<file path="config.mk">
export PLATFORM = sky130hd
export DESIGN_NAME = pop_exec
export DESIGN_NICKNAME = d
export VERILOG_FILES = /design/src/pop_pkg.sv /design/src/pop_decoder.sv /design/src/pop_exec.sv
export VERILOG_INCLUDE_DIRS = /design/src /design/src/src
export SDC_FILE = /design/constraint.sdc
export NUM_CORES = 1
export LEC_CHECK = 0
export BUFFER_PORTS_ARGS = -buffer_cell sky130_fd_sc_hd__buf_4
export CAP_MARGIN = 20
export CORE_ASPECT_RATIO = 0.9
export CORE_UTILIZATION = 41
export CTS_BUF_LIST = sky130_fd_sc_hd__clkbuf_2
export CTS_CLUSTER_SIZE = 24
export DETAILED_ROUTE_END_ITERATION = 8
export PLACE_DENSITY = 0.8
export SLEW_MARGIN = 10
export SYNTH_ARGS = -nofsm -noshare
export SYNTH_HDL_FRONTEND = slang
export SYNTH_SLANG_ARGS = --single-unit
</file>
<file path="constraint.sdc">
create_clock -name clk -period 1.15 [get_ports clk]
set_input_delay 0.23 -clock clk [delete_from_list [all_inputs] [get_ports clk]]
set_output_delay 0.23 -clock clk [all_outputs]
set_load 0.1 [all_outputs]
</file>
<file path="src/pop_defs.svh">
// constants for the port-output / or / power-off decode slice
`ifndef POP_DEFS_SVH
`define POP_DEFS_SVH
`define POP_OPC_OR        10'h019
`define POP_OPC_POWER_OFF 10'h002
`define POP_OPC_PORT_ONE  10'h223
`define POP_OPC_PORT_TWO  10'h24a
`define POP_PORT_ONE_RST  4'h0
`define POP_PORT_TWO_RST  2'h0
`define POP_ACC_RST       4'h0
`define POP_X_W           2
`define POP_Y_W           4
`define POP_Z_W           1
`endif

</file>
<file path="src/pop_pkg.sv">
// types for the port-output / or / power-off decode slice
package pop_pkg;
   typedef enum logic [2:0] {
      POP_OP_NONE,
      POP_OP_PORT_ONE,
      POP_OP_PORT_TWO,
      POP_OP_OR,
      POP_OP_POWER_OFF
   } pop_op_t;
   // data pointer: bank x, row y, column z
   typedef struct packed {
      logic [1:0] x;
      logic [3:0] y;
      logic       z;
   } pop_dp_t;
endpackage

</file>
<file path="src/pop_decoder.sv">
// combinational decoder of the four handled instruction words
`timescale 1ns/1ns
`include "pop_defs.svh"
module pop_decoder (
   input  wire logic [9:0]     instr,
   input  wire logic           instr_valid,
   output pop_pkg::pop_op_t    op
);
   // one word per instruction, all others fall to none
   always_comb begin
      op = pop_pkg::POP_OP_NONE;
      if (instr_valid) begin
         unique case (instr)
            `POP_OPC_PORT_ONE:  op = pop_pkg::POP_OP_PORT_ONE;
            `POP_OPC_PORT_TWO:  op = pop_pkg::POP_OP_PORT_TWO;
            `POP_OPC_OR:        op = pop_pkg::POP_OP_OR;
            `POP_OPC_POWER_OFF: op = pop_pkg::POP_OP_POWER_OFF;
            default:            op = pop_pkg::POP_OP_NONE;
         endcase
      end
   end
endmodule

</file>
<file path="src/pop_exec.sv">
// execute slice: port outputs, or with memory, power-off
`timescale 1ns/1ns
`include "pop_defs.svh"
module pop_exec (
   input  wire logic             clk,
   input  wire logic             reset,
   input  wire logic [9:0]       instr,
   input  wire logic             instr_valid,
   input  wire logic             power_enable_prev,
   input  wire logic [3:0]       acc_in,
   input  wire pop_pkg::pop_dp_t data_pointer,
   input  wire logic [3:0]       pointed_memory_nibble,
   input  wire logic             wake,
   output logic [6:0]            mem_addr,
   output logic [3:0]            acc_out,
   output logic                  acc_we,
   output logic [3:0]            output_port_one,
   output logic [1:0]            output_port_two,
   output logic                  ram_backup,
   output logic                  carry_we,
   output logic                  skip
);
   pop_pkg::pop_op_t op;
   logic [3:0]       port_one_reg;
   logic [1:0]       port_two_reg;
   logic             backup_reg;
   logic [3:0]       acc_reg;
   logic             acc_we_reg;

   pop_decoder pop_decoder_i (
      .instr       (instr),
      .instr_valid (instr_valid),
      .op          (op)
   );

   // address from the pointer fields, bank above row above column
   function automatic logic [6:0] dp_addr(input pop_pkg::pop_dp_t dp);
      dp_addr = {dp.x, dp.y, dp.z};
   endfunction

   // one raw-word match, shared by the shadow latches and the decode checks
   function automatic logic word_hit(input logic       v,
                                     input logic [9:0] w,
                                     input logic [9:0] code);
      word_hit = v && (w == code);
   endfunction

   assign mem_addr = dp_addr(data_pointer);

   // none of these touch carry nor skip
   assign carry_we = 1'b0;
   assign skip     = 1'b0;

   // port one latch, holds between writes
   always_ff @(posedge clk) begin
      if (reset)
         port_one_reg <= `POP_PORT_ONE_RST;
      else if (op == pop_pkg::POP_OP_PORT_ONE)
         port_one_reg <= acc_in;
   end

   // port two latch, upper acc bits dropped
   always_ff @(posedge clk) begin
      if (reset)
         port_two_reg <= `POP_PORT_TWO_RST;
      else if (op == pop_pkg::POP_OP_PORT_TWO)
         port_two_reg <= acc_in[1:0];
   end

   // or result registered so acc writes back in the cycle after the or
   always_ff @(posedge clk) begin
      if (reset) begin
         acc_reg    <= `POP_ACC_RST;
         acc_we_reg <= 1'b0;
      end else begin
         acc_we_reg <= (op == pop_pkg::POP_OP_OR);
         if (op == pop_pkg::POP_OP_OR)
            acc_reg <= acc_in | pointed_memory_nibble;
      end
   end

   // back-up state; wake is the core's business, only cleared here
   always_ff @(posedge clk) begin
      if (reset)
         backup_reg <= 1'b0;
      else if (op == pop_pkg::POP_OP_POWER_OFF && power_enable_prev)
         backup_reg <= 1'b1;
      else if (wake)
         backup_reg <= 1'b0;
   end

   assign output_port_one = port_one_reg;
   assign output_port_two = port_two_reg;
   assign acc_out         = acc_reg;
   assign acc_we          = acc_we_reg;
   assign ram_backup      = backup_reg;

   // shadow copies rebuilt from the raw word, independent of the decoder,
   // so the latch checks still bite if the decode table goes wrong
   logic [3:0] shadow_one_reg;
   logic [1:0] shadow_two_reg;
   logic       shadow_backup_reg;

   // shadow port latches
   always_ff @(posedge clk) begin
      if (reset) begin
         shadow_one_reg <= `POP_PORT_ONE_RST;
         shadow_two_reg <= `POP_PORT_TWO_RST;
      end else begin
         if (word_hit(instr_valid, instr, `POP_OPC_PORT_ONE))
            shadow_one_reg <= acc_in;
         if (word_hit(instr_valid, instr, `POP_OPC_PORT_TWO))
            shadow_two_reg <= acc_in[1:0];
      end
   end

   // shadow back-up flag, entry beats wake like the real one
   always_ff @(posedge clk) begin
      if (reset)
         shadow_backup_reg <= 1'b0;
      else if (word_hit(instr_valid, instr, `POP_OPC_POWER_OFF) &&
               power_enable_prev)
         shadow_backup_reg <= 1'b1;
      else if (wake)
         shadow_backup_reg <= 1'b0;
   end
endmodule

</file>
==> impl_metrics.yaml <==
final_layout:
  finalInstanceArea_sq_um: 996
  layout-area-overhead-vs-synth_pct: 39.4
  antenna_cells: 0
  finalNetCount: 133
  fill_cells: 151
  fin_cells: 123
  drive_gt1_frac: 0.584
synth:
  synthArstFlopShare: 0
  syn-cell-area_sq_um: 714
  synth_top_flop_cell: "dfxtp_1"
  synth_edf_count: 0
  synth_cell_types: 26
  syn_avg_cell_area_sq_um: 9.92
  ys_ff_latch: 12
  ys_warn_count: 0
  yosysSeqAreaShare: 0.336
  syn_inst: 72
cts:
  cts_root_buf: "clkbuf_2"
  cts_setup_buffers: 0
  cts_tree: "yes"
  cts_buffer_depth: 2
  cts.sinks: 12
  htreeDepth: 1
  clk_latency_ns: 0.25
  ctsHoldBuffers: 0
  cts_buffers: 3
  path_clk_slew_ns: 0.10
min_path:
  hold_class: "input pin to register"
  worstHoldStart: "wake"
  hold_end: "ram_backup$_SDFFE_PP0P_"
  holdPathStages: 3
placed_design:
  post-place-cells: 120
  place_congestion: 0.814
  dp_hpwl_microns: 1260
  dpl_cell_area_sq_um: 947
  numPortBuffers: 34
timing:
  fin_tns_setup_ns: 0
  skew_ns: 0
  period_needed_ns: 1.10
  rsz0062_at_grt: "false"
  setup_viol: 0
  fin_crit_sh: 0.954
  hold_violations: 0
  clock.fmax_mhz: 911
  worst_hold_slack_ns: 0.229
  maxSlewViolCount: 0
setup_path:
  r2r-end: "acc_out[2]$_SDFFE_PP0P_"
  r2r_cells: 2
  required_ns: 0.92
  worstSetupPathType: "register to output port"
  timing.rr.start: "acc_out[2]$_SDFFE_PP0P_"
  critical_path_buf_inv_count: 1
  crit_chain: "buf_4"
  cp_top_family: "flip-flops"
  slowest_delay_ns: 0.34
  start_kind: "register"
  slowest_stage: "dfxtp_2"
  cp-end-kind: "output port"
  cp.arrival_ns: 0.87
  cp_max_fo: 2
  r2r_slack_ns: 0.44
power_and_ir_drop:
  powerDensity_nw_per_um2: 768
  p_leak_nw: 0.402
  max-vdd-ir-drop_mv: 0.402
global_routing:
  overflow: 0
  grt_pass1_vias: 623
  grt_start_max_net_pins: 17
  antenna_found_initial: 0
  grt_use_total: 0.182
  grt_pass1_wl_microns: 2560
job:
  maxCapViolations: 0
detailed_routing:
  drt_iter0_drc: 7
  vias: 650
  route.detailed.drc: 0
  routed_via_density: 5.28
  routed_wl_microns: 1550
  wl_per_cell_microns: 12.6
  antenna_left: 0
  dr.pass1.iters: 4
die:
  die_y_microns: 41.6
  die_x_microns: 46
  die-area_sq_um: 1910
  start_util: 0.467
  coreArea_sq_um: 1530
  pin_count: 51
  num_rows: 13
outcome:
  status: "complete, no violations"
## cell usage after synthesis, drive strengths merged, types with 2 or more instances
library cell / count / share of area
nand4: 3 / 0.026
buf: 11 / 0.12
a21oi: 3 / 0.021
nor2: 4 / 0.021
o31ai: 2 / 0.021
mux2i: 4 / 0.056
a31oi: 4 / 0.035
nand2b: 9 / 0.079
dfxtp: 12 / 0.34
and4bb: 3 / 0.053
a211oi: 4 / 0.070
nand4bb: 2 / 0.032
## repair_timing
item	4_1_cts	5_1_grt
gates resized for setup	0	9
hold endpoints to repair	0	0
endpoints found under the setup margin	0	9
## layout make-up
class,count,area (sq um),share of cell area
Multi-Input combinational cell,50,395,0.397
Timing Repair Buffer,36,304,0.305
Sequential cell,12,254,0.255
Tap cell,22,27.5,0.0276
Clock buffer,3,15.0,0.0151
## cells in the final DEF, fill, tap and decap left out, drive strengths merged
cell type,synthesis,routed
a211oi,4,4
a21oi,3,3
a31oi,4,4
and2b,1,1
and3,1,1
and4,1,1
and4b,1,1
and4bb,3,3
buf,11,36
clkbuf,0,3
conb,1,2
dfxtp,12,12
mux2i,4,4
nand2b,9,9
nand4,3,3
nand4bb,2,2
nor2,4,4
nor2b,1,1
nor3,1,1
nor3b,1,1
nor4,1,1
nor4bb,1,1
o31ai,2,2
or3b,1,1
## through the flow
stage	utilization	worst slack [ns]	power, mW
6_report	0.651	0.0528	0.765
2_1_floorplan	-	0.0110	0.614
3_5_place_dp	0.619	-0.159	0.579
4_1_cts	0.629	0.00258	0.778
5_1_grt	0.651	0.000840	0.810
3_3_place_gp	0.619	-0.111	0.577
## where the power goes
part	total [mW]	leakage, nW	internal (mW)	switching (mW)
logic	0.154	0.287	0.0746	0.0792
clock network	0.196	0.0125	0.0712	0.125
registers	0.415	0.102	0.415	0.000126
total	0.765	0.402	0.561	0.205
## worst max path at each step
stage | startpoint | endpoint | slack, ns | depth (start not counted)
2_1_floorplan | acc_we$_SDFF_PP0_ | acc_we | 0.01 | 0
3_3_place_gp | instr[2] | output_port_one[3]$_SDFFE_PP0N_ | -0.11 | 4
3_5_place_dp | instr[2] | output_port_one[3]$_SDFFE_PP0N_ | -0.16 | 4
4_1_cts | output_port_two[0]$_SDFFE_PP0N_ | output_port_two[0] | 0.003 | 1
5_1_grt | acc_we$_SDFF_PP0_ | acc_we | 0.0008 | 1
6_report | output_port_one[1]$_SDFFE_PP0N_ | output_port_one[1] | 0.05 | 1
## metal layers
layer  share of wire  vias up  global-route usage
met5               0        -                   0
met4           0.028        0               0.118
met3           0.088        8              0.0522
met2            0.46       29               0.279
met1            0.42      292               0.214
li1                -      321                   -
## cells by family (layout without fill, tap and decap cells)
kind of cell / after synthesis / after routing / synth area share
muxes: 4 / 4 / 0.0560
other: 1 / 2 / 0.00525
DFF: 12 / 12 / 0.336
buffers and inverters: 11 / 39 / 0.116
and+or+nand+nor: 31 / 31 / 0.340
AOI/OAI and AO/OA: 13 / 13 / 0.147
Power figures use the tool's default switching activity.
